**src/include/usf_pkg.sv**
```systemverilog
package usf_pkg;
  // ==========================================================
  // Register byte addresses
  localparam logic [4:0] ADDR_CONTROL_TWO   = 5'h08;
  localparam logic [4:0] ADDR_CONTROL_THREE = 5'h0c;
  localparam logic [4:0] ADDR_STATUS_ONE    = 5'h10;
  localparam logic [4:0] ADDR_STATUS_TWO    = 5'h14;
  localparam logic [4:0] ADDR_DATA_BUFFER   = 5'h18;

  // ==========================================================
  // Status one field positions
  localparam int ST1_TX_EMPTY    = 7;
  localparam int ST1_TX_COMPLETE = 6;
  localparam int ST1_RX_FULL     = 5;
  localparam int ST1_IDLE        = 4;
  localparam int ST1_OVERRUN     = 3;
  localparam int ST1_NOISE       = 2;
  localparam int ST1_FRAMING     = 1;
  localparam int ST1_PARITY      = 0;

  // ==========================================================
  // Status two field positions
  localparam int ST2_BREAK       = 1;
  localparam int ST2_RX_PROGRESS = 0;

  // ==========================================================
  // Control two field positions
  localparam int C2_TX_EMPTY_IE    = 7;
  localparam int C2_TX_COMPLETE_IE = 6;
  localparam int C2_RX_FULL_IE     = 5;
  localparam int C2_IDLE_IE        = 4;

  // ==========================================================
  // Control three field positions
  localparam int C3_NINTH_BIT  = 7;
  localparam int C3_OVERRUN_IE = 3;
  localparam int C3_NOISE_IE   = 2;
  localparam int C3_FRAMING_IE = 1;
  localparam int C3_PARITY_IE  = 0;

  // ==========================================================
  // Reset values
  localparam logic [7:0] RST_STATUS_ONE  = 8'hc0;
  localparam logic [1:0] RST_STATUS_TWO  = 2'h0;
  localparam logic [3:0] RST_CONTROL_TWO = 4'h0;
  localparam logic [3:0] RST_CONTROL_THR = 4'h0;

  // ==========================================================
  // Bus slave states
  typedef enum logic [0:0] {
    USF_BUS_IDLE   = 1'b0,
    USF_BUS_ANSWER = 1'b1
  } usf_bus_state_t;
endpackage

```
**src/verilog/usf_status_buffer.sv**
```systemverilog
// The Avalon-MM register port was decided locally.
`timescale 1ns/1ps
// Contract
// RQ1: Tx-empty flag sets when buffer hands character to shifter; reset sets it.
// RQ2: Tx-empty clears after status-one read with flag set, then data write.
// RQ3: Tx-empty with its enable raises transmitter request.
// RQ4: Tx-complete sets when tx-empty set and nothing sending; reset sets it.
// RQ5: Tx-complete clears itself when data, preamble or break is queued.
// RQ6: Tx-complete with its enable raises transmitter request.
// RQ7: Rx-full sets on shifter-to-buffer transfer; requests receiver interrupt; reset clears.
// RQ8: Rx-full clears after status-one read with flag set, then data read.
// RQ9: Idle flag sets on idle line, requests if enabled, clears by sequence.
// RQ10: Idle flag rearms only after a valid character sets rx-full.
// RQ11: Character completing while buffer full sets overrun and is discarded.
// RQ12: Data read clears overrun only if set at preceding status-one read.
// RQ13: Overrun with its enable raises error request.
// RQ14: Noise flag sets on line noise, requests if enabled, clears by sequence.
// RQ15: Framing flag sets on zero stop bit, requests if enabled, clears by sequence.
// RQ16: Parity flag sets on parity failure, requests if enabled, clears by sequence.
// RQ17: Break sets break, framing, rx-full; clears ninth bit in nine-bit mode.
// RQ18: Break clears by status-two read then data read; rearms after line ones.
// RQ19: In-progress flag sets on first-slot zero, clears on false start or idle.
// RQ20: Data address reads received byte, writes byte to send; reset keeps contents.
// RQ21: Software avoids read-modify-write on the data buffer.
// RQ22: Ninth bit captured with data; eight-bit mode copies bit seven there.
// RQ23: Enabled flags merge into transmitter, receiver and error request lines.
module usf_status_buffer (
  input  wire logic        i_clk,             // 100 MHz bus clock
  input  wire logic        i_rst,             // Async reset, active high
  input  wire logic [4:0]  i_address,         // Avalon byte address
  input  wire logic        i_read,            // Avalon read
  input  wire logic        i_write,           // Avalon write
  input  wire logic [3:0]  i_byteenable,      // Avalon byte enables
  input  wire logic [31:0] i_writedata,       // Avalon write data
  output logic      [31:0] o_readdata,        // Avalon read data
  output logic             o_waitrequest,     // Avalon wait request
  input  wire logic        i_rxd,             // Receive data pin
  input  wire logic        i_rx_enable,       // Receiver enabled
  input  wire logic        i_nine_bit_mode,   // Nine-bit characters
  input  wire logic        i_rx_done,         // Character complete pulse
  input  wire logic [8:0]  i_rx_data,         // Received character
  input  wire logic        i_rx_noise,        // Noise seen, with done
  input  wire logic        i_rx_stop_zero,    // Zero stop bit, with done
  input  wire logic        i_rx_parity_err,   // Parity failure, with done
  input  wire logic        i_rx_break,        // Break character pulse
  input  wire logic        i_rx_idle,         // Idle character pulse
  input  wire logic        i_rx_start_zero,   // Zero in first sample slot
  input  wire logic        i_rx_false_start,  // False start pulse
  input  wire logic        i_tx_take,         // Shifter took buffer pulse
  input  wire logic        i_tx_busy,         // Data, preamble or break sending
  input  wire logic        i_tx_queue,        // Preamble or break queued pulse
  output logic      [7:0]  o_tx_data,         // Byte to transmit
  output logic             o_tx_pending,      // Buffer holds unsent byte
  output logic             o_tx_irq,          // Transmitter request
  output logic             o_rx_irq,          // Receiver request
  output logic             o_err_irq          // Error request
);
  import usf_pkg::*;

  // ==========================================================
  // Registers
  usf_bus_state_t bus_state_r;
  logic [7:0]  status_one_r;
  logic [1:0]  status_two_r;
  logic [3:0]  control_two_r;
  logic [3:0]  control_three_r;
  logic [7:0]  arm_one_r;
  logic        arm_break_r;
  logic [7:0]  rx_buf_r;
  logic        ninth_bit_r;
  logic        idle_armed_r;
  logic        break_armed_r;
  logic        rx_enable_r;
  logic [2:0]  rxd_sync_r;
  logic        rxd_level_r;
  logic [31:0] readdata_nxt;

  // ==========================================================
  // Bus decode
  logic take;
  logic rd_take;
  logic wr_take;
  logic data_rd;
  logic data_wr;
  logic st1_rd;
  logic st2_rd;
  logic rx_accept;
  logic rx_clear;
  logic tx_clear;

  assign take      = (bus_state_r == USF_BUS_ANSWER) && (i_read || i_write);
  assign rd_take   = take && i_read;
  assign wr_take   = take && i_write && i_byteenable[0];
  assign data_rd   = rd_take && (i_address == ADDR_DATA_BUFFER);
  assign data_wr   = wr_take && (i_address == ADDR_DATA_BUFFER);
  assign st1_rd    = rd_take && (i_address == ADDR_STATUS_ONE);
  assign st2_rd    = rd_take && (i_address == ADDR_STATUS_TWO);
  assign rx_clear  = data_rd && arm_one_r[ST1_RX_FULL];                                  // RQ8
  assign tx_clear  = data_wr && arm_one_r[ST1_TX_EMPTY];                                 // RQ2
  // Buffer free once emptied or being emptied this cycle
  assign rx_accept = i_rx_done && (!status_one_r[ST1_RX_FULL] || rx_clear);              // RQ11

  // ==========================================================
  // Avalon slave: one wait cycle, then answer
  always_ff @(posedge i_clk or posedge i_rst) begin
    if (i_rst) begin
      bus_state_r   <= USF_BUS_IDLE;
      o_waitrequest <= 1'b1;
      o_readdata    <= 32'h0000_0000;
    end else begin
      case (bus_state_r)
        USF_BUS_IDLE: begin
          if (i_read || i_write) begin
            bus_state_r   <= USF_BUS_ANSWER;
            o_waitrequest <= 1'b0;
            o_readdata    <= i_read ? readdata_nxt : 32'h0000_0000;
          end
        end
        USF_BUS_ANSWER: begin
          bus_state_r   <= USF_BUS_IDLE;
          o_waitrequest <= 1'b1;
        end
        default: begin
          bus_state_r   <= USF_BUS_IDLE;
          o_waitrequest <= 1'b1;
        end
      endcase
    end
  end

  always_comb begin
    readdata_nxt = 32'h0000_0000;
    case (i_address)
      ADDR_CONTROL_TWO:   readdata_nxt[7:4] = control_two_r;
      ADDR_CONTROL_THREE: begin
        readdata_nxt[C3_NINTH_BIT] = ninth_bit_r;
        readdata_nxt[3:0]          = control_three_r;
      end
      ADDR_STATUS_ONE:    readdata_nxt[7:0] = status_one_r;
      ADDR_STATUS_TWO:    readdata_nxt[1:0] = status_two_r;
      ADDR_DATA_BUFFER:   readdata_nxt[7:0] = rx_buf_r;                                  // RQ20
      default:            readdata_nxt = 32'h0000_0000;
    endcase
  end

  // ==========================================================
  // Control registers
  always_ff @(posedge i_clk or posedge i_rst) begin
    if (i_rst) begin
      control_two_r   <= RST_CONTROL_TWO;
      control_three_r <= RST_CONTROL_THR;
    end else begin
      if (wr_take && (i_address == ADDR_CONTROL_TWO)) begin
        control_two_r <= i_writedata[7:4];
      end
      if (wr_take && (i_address == ADDR_CONTROL_THREE)) begin
        control_three_r <= i_writedata[3:0];
      end
    end
  end

  // ==========================================================
  // Clear-sequence snapshot, taken from the value the read returned
  always_ff @(posedge i_clk or posedge i_rst) begin
    if (i_rst) begin
      arm_one_r   <= 8'h00;
      arm_break_r <= 1'b0;
    end else begin
      if (st1_rd) begin
        arm_one_r <= o_readdata[7:0];                                                    // RQ12
      end else if (data_rd) begin
        arm_one_r <= {arm_one_r[7], 7'h00};
      end else if (data_wr) begin
        arm_one_r <= {1'b0, arm_one_r[6:0]};
      end
      if (st2_rd) begin
        arm_break_r <= o_readdata[ST2_BREAK];                                            // RQ18
      end else if (data_rd) begin
        arm_break_r <= 1'b0;
      end
    end
  end

  // ==========================================================
  // Transmit pending byte
  always_ff @(posedge i_clk or posedge i_rst) begin
    if (i_rst) begin
      o_tx_pending <= 1'b0;
    end else begin
      if (data_wr) begin
        o_tx_pending <= 1'b1;
      end else if (i_tx_take) begin
        o_tx_pending <= 1'b0;
      end
    end
  end

  // ==========================================================
  // Data buffer, untouched by reset
  always_ff @(posedge i_clk) begin
    if (data_wr) begin
      o_tx_data <= i_writedata[7:0];                                                     // RQ20
    end
  end

  always_ff @(posedge i_clk) begin
    if (i_rx_break && break_armed_r) begin
      rx_buf_r <= 8'h00;
      if (i_nine_bit_mode) begin
        ninth_bit_r <= 1'b0;                                                             // RQ17
      end
    end else if (rx_accept) begin
      rx_buf_r    <= i_rx_data[7:0];                                                     // RQ20
      ninth_bit_r <= i_nine_bit_mode ? i_rx_data[8] : i_rx_data[7];                      // RQ22
    end
  end

  // ==========================================================
  // Receive pin synchroniser and break rearm
  always_ff @(posedge i_clk or posedge i_rst) begin
    if (i_rst) begin
      rxd_sync_r  <= 3'h7;
      rxd_level_r <= 1'b1;
    end else begin
      rxd_sync_r <= {rxd_sync_r[1:0], i_rxd};
      if (rxd_sync_r[1] == rxd_sync_r[2]) begin
        rxd_level_r <= rxd_sync_r[2];
      end
    end
  end

  always_ff @(posedge i_clk or posedge i_rst) begin
    if (i_rst) begin
      break_armed_r <= 1'b1;
    end else if (i_rx_break && break_armed_r) begin
      break_armed_r <= 1'b0;
    end else if (rxd_level_r && !status_two_r[ST2_BREAK]) begin
      break_armed_r <= 1'b1;                                                             // RQ18
    end
  end

  // ==========================================================
  // Status one flags; set wins over clear, except tx-complete, where a data write or queue wins
  always_ff @(posedge i_clk or posedge i_rst) begin
    if (i_rst) begin
      status_one_r <= RST_STATUS_ONE;                                                    // RQ1 RQ4 RQ7
    end else begin
      if (i_tx_take) begin
        status_one_r[ST1_TX_EMPTY] <= 1'b1;                                              // RQ1
      end else if (tx_clear) begin
        status_one_r[ST1_TX_EMPTY] <= 1'b0;                                              // RQ2
      end
      if (data_wr || i_tx_queue) begin
        status_one_r[ST1_TX_COMPLETE] <= 1'b0;                                           // RQ5
      end else if (status_one_r[ST1_TX_EMPTY] && !i_tx_busy && !o_tx_pending) begin
        status_one_r[ST1_TX_COMPLETE] <= 1'b1;                                           // RQ4
      end
      if (rx_accept || (i_rx_break && break_armed_r)) begin
        status_one_r[ST1_RX_FULL] <= 1'b1;                                               // RQ7 RQ17
      end else if (rx_clear) begin
        status_one_r[ST1_RX_FULL] <= 1'b0;                                               // RQ8
      end
      if (i_rx_idle && idle_armed_r) begin
        status_one_r[ST1_IDLE] <= 1'b1;                                                  // RQ9
      end else if (data_rd && arm_one_r[ST1_IDLE]) begin
        status_one_r[ST1_IDLE] <= 1'b0;                                                  // RQ9
      end
      if (i_rx_done && !rx_accept) begin
        status_one_r[ST1_OVERRUN] <= 1'b1;                                               // RQ11
      end else if (data_rd && arm_one_r[ST1_OVERRUN]) begin
        status_one_r[ST1_OVERRUN] <= 1'b0;                                               // RQ12
      end
      if (rx_accept && i_rx_noise) begin
        status_one_r[ST1_NOISE] <= 1'b1;                                                 // RQ14
      end else if (data_rd && arm_one_r[ST1_NOISE]) begin
        status_one_r[ST1_NOISE] <= 1'b0;                                                 // RQ14
      end
      if ((rx_accept && i_rx_stop_zero) || (i_rx_break && break_armed_r)) begin
        status_one_r[ST1_FRAMING] <= 1'b1;                                               // RQ15 RQ17
      end else if (data_rd && arm_one_r[ST1_FRAMING]) begin
        status_one_r[ST1_FRAMING] <= 1'b0;                                               // RQ15
      end
      if (rx_accept && i_rx_parity_err) begin
        status_one_r[ST1_PARITY] <= 1'b1;                                                // RQ16
      end else if (data_rd && arm_one_r[ST1_PARITY]) begin
        status_one_r[ST1_PARITY] <= 1'b0;                                                // RQ16
      end
    end
  end

  // ==========================================================
  // Idle arming and status two
  always_ff @(posedge i_clk or posedge i_rst) begin
    if (i_rst) begin
      idle_armed_r <= 1'b0;
      rx_enable_r  <= 1'b0;
    end else begin
      rx_enable_r <= i_rx_enable;
      if (rx_accept) begin
        idle_armed_r <= 1'b1;                                                            // RQ10
      end else if ((i_rx_enable && !rx_enable_r) || (i_rx_idle && idle_armed_r)) begin
        idle_armed_r <= 1'b0;                                                            // RQ10
      end
    end
  end

  always_ff @(posedge i_clk or posedge i_rst) begin
    if (i_rst) begin
      status_two_r <= RST_STATUS_TWO;
    end else begin
      if (i_rx_break && break_armed_r) begin
        status_two_r[ST2_BREAK] <= 1'b1;                                                 // RQ17
      end else if (data_rd && arm_break_r) begin
        status_two_r[ST2_BREAK] <= 1'b0;                                                 // RQ18
      end
      if (i_rx_start_zero) begin
        status_two_r[ST2_RX_PROGRESS] <= 1'b1;                                           // RQ19
      end else if (i_rx_false_start || i_rx_idle) begin
        status_two_r[ST2_RX_PROGRESS] <= 1'b0;                                           // RQ19
      end
    end
  end

  // ==========================================================
  // Request lines; break and in-progress never request
  always_ff @(posedge i_clk or posedge i_rst) begin
    if (i_rst) begin
      o_tx_irq  <= 1'b0;
      o_rx_irq  <= 1'b0;
      o_err_irq <= 1'b0;
    end else begin
      o_tx_irq  <= (status_one_r[ST1_TX_EMPTY] && control_two_r[C2_TX_EMPTY_IE - 4])     // RQ3
                || (status_one_r[ST1_TX_COMPLETE] && control_two_r[C2_TX_COMPLETE_IE - 4]); // RQ6
      o_rx_irq  <= (status_one_r[ST1_RX_FULL] && control_two_r[C2_RX_FULL_IE - 4])       // RQ7
                || (status_one_r[ST1_IDLE] && control_two_r[C2_IDLE_IE - 4]);             // RQ9 RQ23
      o_err_irq <= |(status_one_r[3:0] & control_three_r);                               // RQ13 RQ14 RQ15 RQ16 RQ23
    end
  end

endmodule

```
**config.mk**
```make
export PLATFORM = sky130hd
export DESIGN_NAME = usf_status_buffer
export DESIGN_NICKNAME = d
export VERILOG_FILES = /design/src/include/usf_pkg.sv /design/src/verilog/usf_status_buffer.sv
export SDC_FILE = /design/constraint.sdc
export NUM_CORES = 1
export LEC_CHECK = 0
export ABC_CLOCK_PERIOD_IN_PS = 1930
export BUFFER_PORTS_ARGS = -buffer_cell sky130_fd_sc_hd__buf_2
export CORE_AREA = 2 2 81 83
export DETAILED_ROUTE_END_ITERATION = 8
export DIE_AREA = 0 0 83 85
export PLACE_DENSITY = 0.74
export SETUP_SLACK_MARGIN = 0.02
export SYNTH_ARGS = -nofsm -noshare
export SYNTH_HDL_FRONTEND = slang
export SYNTH_SLANG_ARGS = --single-unit
```
**constraint.sdc**
```tcl
create_clock -name i_clk -period 1.93 [get_ports i_clk]
set_input_delay 0.2895 -clock i_clk [delete_from_list [all_inputs] [get_ports i_clk]]
set_output_delay 0.2895 -clock i_clk [all_outputs]
set_load 0.02 [all_outputs]
```
==> results.md <==
Status:
- The flow ran to the end, and the final reports show no timing, DRC or antenna violations.

Power:
- The highest ir drop seen on vdd is 0.540 mV.
- The net switching fraction of the power is 25.1%.
- The clock power share is 37.6%.
- Power comes to 2.92 mW.
- The switching power is 0.734 mW.
- The leakage power summed over all cells is 1.62 nW.
- The internal portion of the total power is 2.19 mW.
- Power spread over the standard cell area amounts to 843 nW/um^2.
- Sequential cells burn 51.3% of the power.
- The proportion of power drawn by combinational gates is 11.1%.

Floorplan:
- In this run the core area contains 29 standard-cell rows.
- The floorplan step defined a core boundary enclosing 6200 sq um.
- The floorplan step set the die width to 83 um.
- The effective utilization at floorplan is 46.2%.
- The die outline area is 7060 sq um.
- The number of top-level pins is 113.
- Measured along the y axis, the die boundary spans 85 um.

Logic synthesis:
- By area the synthesized netlist is led by sky130_fd_sc_hd__dfrtp_1, sky130_fd_sc_hd__edfxtp_1, sky130_fd_sc_hd__dfstp_2.
- After synthesis, the netlist uses 49 different library cells.
- The count of flip-flops with a built-in enable after synthesis is 9.
- The Yosys step of the flow raised 0 warnings.
- The library cell with the largest summed area after synthesis is sky130_fd_sc_hd__dfrtp_1.
- Each instance of the synthesized netlist takes up on average 11.2 sq um.
- The proportion of synthesized flip-flops having asynchronous set or reset is 73.4%.
- The fraction of the yosys area taken by sequential cells is 56.4%.
- Summed over its instances, the top area cell type makes up 34.1% of the synthesized netlist area.
- Synthesis handed over a netlist of 256 instances.
- In the synthesized netlist the dominant register cell turns out to be sky130_fd_sc_hd__dfrtp_1.
- Summing every instance area after synthesis gives 2870 sq um.
- The register bit total from synthesis is 64.

Drt:
- The first detailed-routing pass took 4 iterations.
- The initial DRC count is 133.
- The post-detailed-routing wire length is 6160 um.
- The per-cell routed wire length is 14.8 um.
- After detailed routing, the number of vias per cell comes to 5.20.
- The detail route stage leaves a number of antenna-violating nets equal to 0.
- The total number of vias is 2168.
- The post-route DRC violation count is 0.

Clock network:
- The sink count of the clock tree is 64.
- The number of buffers created by CTS is 9.
- The number of hold buffers added after cts is 1.
- The CTS root buffer is sky130_fd_sc_hd__clkbuf_8.
- The post-CTS setup repair buffer count is 0.
- The later-pin clock latency in the skew report is 0.34 ns.
- TritonCTS built the clock tree.
- Clock-pin slew was measured on the worst setup and hold paths at 0.07 ns.
- In this run, post-CTS repair resized a total of 0 instances.
- The H-tree depth is 3.
- The number of buffers on the longest clock path is 2.

Critical path:
- The startpoint type of the worst setup path is a flop.
- The number of buffers and inverters on the critical path is 0.
- In this run the worst path has a maximum fanout of 6.
- The critical path's largest stage delay is 0.43 ns.
- The critical path runs through a total of 4 cells.
- Data on the critical path arrives at its endpoint at 1.79 ns.
- The critical path required time is 2.15 ns.
- Grouping stages by cell kind, the critical path spends the most delay in simple AND/OR/NAND/NOR gates.
- STA classifies the critical path endpoint as a flop.
- The cell depth of the worst flop-to-flop path is 4.
- The capture instance of the worst register-to-register path is status_one_r[1]$_DFFE_PP0P_.
- The worst setup path category is reg -> reg.
- The signal on the critical path passes through and2_1 -> and3_1 -> a21boi_0 -> a311o_1.
- The critical register-to-register path startpoint is bus_state_r$_DFF_PP0_.
- Among all stages on the critical path, the largest delay is contributed by sky130_fd_sc_hd__dfrtp_1.
- The register-to-register setup slack is 0.35 ns.

Finish:
- The number of nets in the finished design is 403.
- The top cell types in the final layout, fill and taps aside, are sky130_fd_sc_hd__buf_2, sky130_fd_sc_hd__dfrtp_1, sky130_fd_sc_hd__nand2_1, sky130_fd_sc_hd__conb_1, sky130_fd_sc_hd__o21ai_0.
- The area of the multi-input gates is 1090 sq um.
- The antenna diode instance count is 0.
- The filler cell count in the final layout is 560.
- The synthesis-to-layout area growth is 21.1%.
- The most common cell after layout, fill and taps aside is sky130_fd_sc_hd__buf_2.
- The area taken by flip-flops and latches is 1620 sq um.
- The layout cell share with drive strength beyond 1 is 33.5%.
- The share of the core filled with cells is 55.9%.

GRT:
- The number of antenna violations at the first check in global routing came to 0.
- The remaining global-route overflow is 0.
- The via count of the first global-routing pass came to 2096.
- Entering global routing, the biggest net connects 26 pins.
- The wire length of the first global-routing pass is 10200 um.
- The total routing usage reported by global routing is 18.7%.

Place:
- The congestion estimate from routability-driven global placement came to 0.826.
- The total of buffers placed on input and output ports is 61.
- Summed over all nets, the half-perimeter wirelength after detailed placement is 4610 um.
- Prior to clock tree synthesis, the placed netlist has a worst setup slack of 0.120 ns.

Min path:
- In this run the most critical hold path is launched from i_rxd.
- For hold timing, the worst endpoint is rxd_sync_r[0]$_DFF_PP1_.
- The cell depth of the worst min-delay path is 1.
- The worst hold path belongs to the class in -> reg.

STA:
- The least setup slack across all paths after layout is 0.354 ns.
- The worst path needs 1.58 ns of the cycle, external delays included.
- Based on the critical path, the design can be clocked at up to 634 MHz.
- Setup repair after global routing left no endpoint under its margin.
- The worst clock skew is 0.0126 ns.
- The setup-violating endpoint count in the final report is 0.
- In the finished design, the share of the clock period the worst path needs comes to 81.7%.
- The total negative slack is 0 ns.
- The count of final hold-check violations is 0.
- The final number of max-transition violations is 0.
- Measured against its own limit, the worst slew margin works out to 64.7%.
- The worst slack on hold paths is 0.0529 ns.
- For the pin with the worst max-slew slack, the measured transition is 0.529 ns.

Flow run:
- The tool flagged a number of max-cap violations equal to 0.
==> worst reg2reg max path, cell delays in order (launching register included) <==
cell and delay (ns):
sky130_fd_sc_hd__dfrtp_1 0.43, sky130_fd_sc_hd__and2_1 0.28, sky130_fd_sc_hd__and3_1 0.33, sky130_fd_sc_hd__a21boi_0 0.14, sky130_fd_sc_hd__a311o_1 0.28
==> routing by layer <==
metal | track usage [%] | vias up | share of wire [%] | wire, um
met2 | 28.1 | 87 | 46 | 2820
met4 | 7.90 | 0 | 1.5 | 93
met1 | 26.0 | 1045 | 46 | 2800
met3 | 4.96 | 10 | 7.1 | 436
met5 | 0 | - | 0 | 0
li1 | - | 1026 | - | -
==> registers in the layout, summed over array words and instances (netlist names), 2 cells and up <==
name	count
status_two_r	2
control_three_r	4
status_one_r	8
o_tx_data	8
control_two_r	4
rx_buf_r	8
o_readdata	8
rxd_sync_r	3
arm_one_r	7
==> logic make-up (layout without fill, tap and decap cells) <==
| group | after synthesis | in the layout | synth area share [%] |
|---|---|---|---|
| DFF | 64 | 64 | 56.4 |
| other | 1 | 24 | 0.131 |
| and+or+nand+nor | 69 | 69 | 12.4 |
| adders and majority gates | 1 | 1 | 0.349 |
| muxes | 19 | 19 | 6.99 |
| xor gates and xnor gates | 1 | 1 | 0.306 |
| buffers and inverters | 39 | 100 | 8.65 |
| AOI/OAI and AO/OA | 62 | 62 | 14.7 |
==> cell usage after synthesis (all sizes together), types with 2 or more instances <==
cell type	n
o2bb2ai	3
a22o	7
a22oi	2
a21o	3
and3	3
nand3	10
a21oi	10
clkbuf	4
buf	30
nor4b	2
mux2	8
nand2b	2
nor3	2
o21ai	23
a32o	3
a32oi	2
edfxtp	9
nand2	29
nor2	11
inv	4
dfrtp	39
dfxtp	8
mux2i	11
dfstp	8
and2	3
a221oi	3
==> per-stage QoR <==
step	cells	area, sq um
2_1_floorplan	279	2950
3_3_place_gp	400	3260
3_5_place_dp	400	3260
4_1_cts	417	3470
5_1_grt	417	3470
6_report	417	3470
==> worst max-delay path by stage <==
stage,from,endpoint
floorplan,i_address[4],ninth_bit_r$_SDFFCE_PP0P_
global placement,i_address[1],ninth_bit_r$_SDFFCE_PP0P_
detailed placement,i_address[1],ninth_bit_r$_SDFFCE_PP0P_
CTS,bus_state_r$_DFF_PP0_,status_one_r[1]$_DFFE_PP0P_
global route,bus_state_r$_DFF_PP0_,status_one_r[1]$_DFFE_PP0P_
finish,bus_state_r$_DFF_PP0_,status_one_r[1]$_DFFE_PP0P_
==> power groups by stage <==
stage	sequential (mW)	combinational (mW)	clock, mW
5_1_grt	1.51	0.359	1.18
6_report	1.50	0.325	1.10
3_5_place_dp	1.52	0.323	0
4_1_cts	1.50	0.327	1.12
3_3_place_gp	1.52	0.316	0
2_1_floorplan	1.53	0.223	0
==> area by class of cell <==
class	instances	area share [%]
clock inverters	2	0.360
multi-input cells	176	31.3
flip-flops and latches	64	46.6
well taps	77	2.78
repair buffers	79	13.1
inverters	5	0.541
clock buffers	14	5.30
Power figures use the tool's default switching activity.
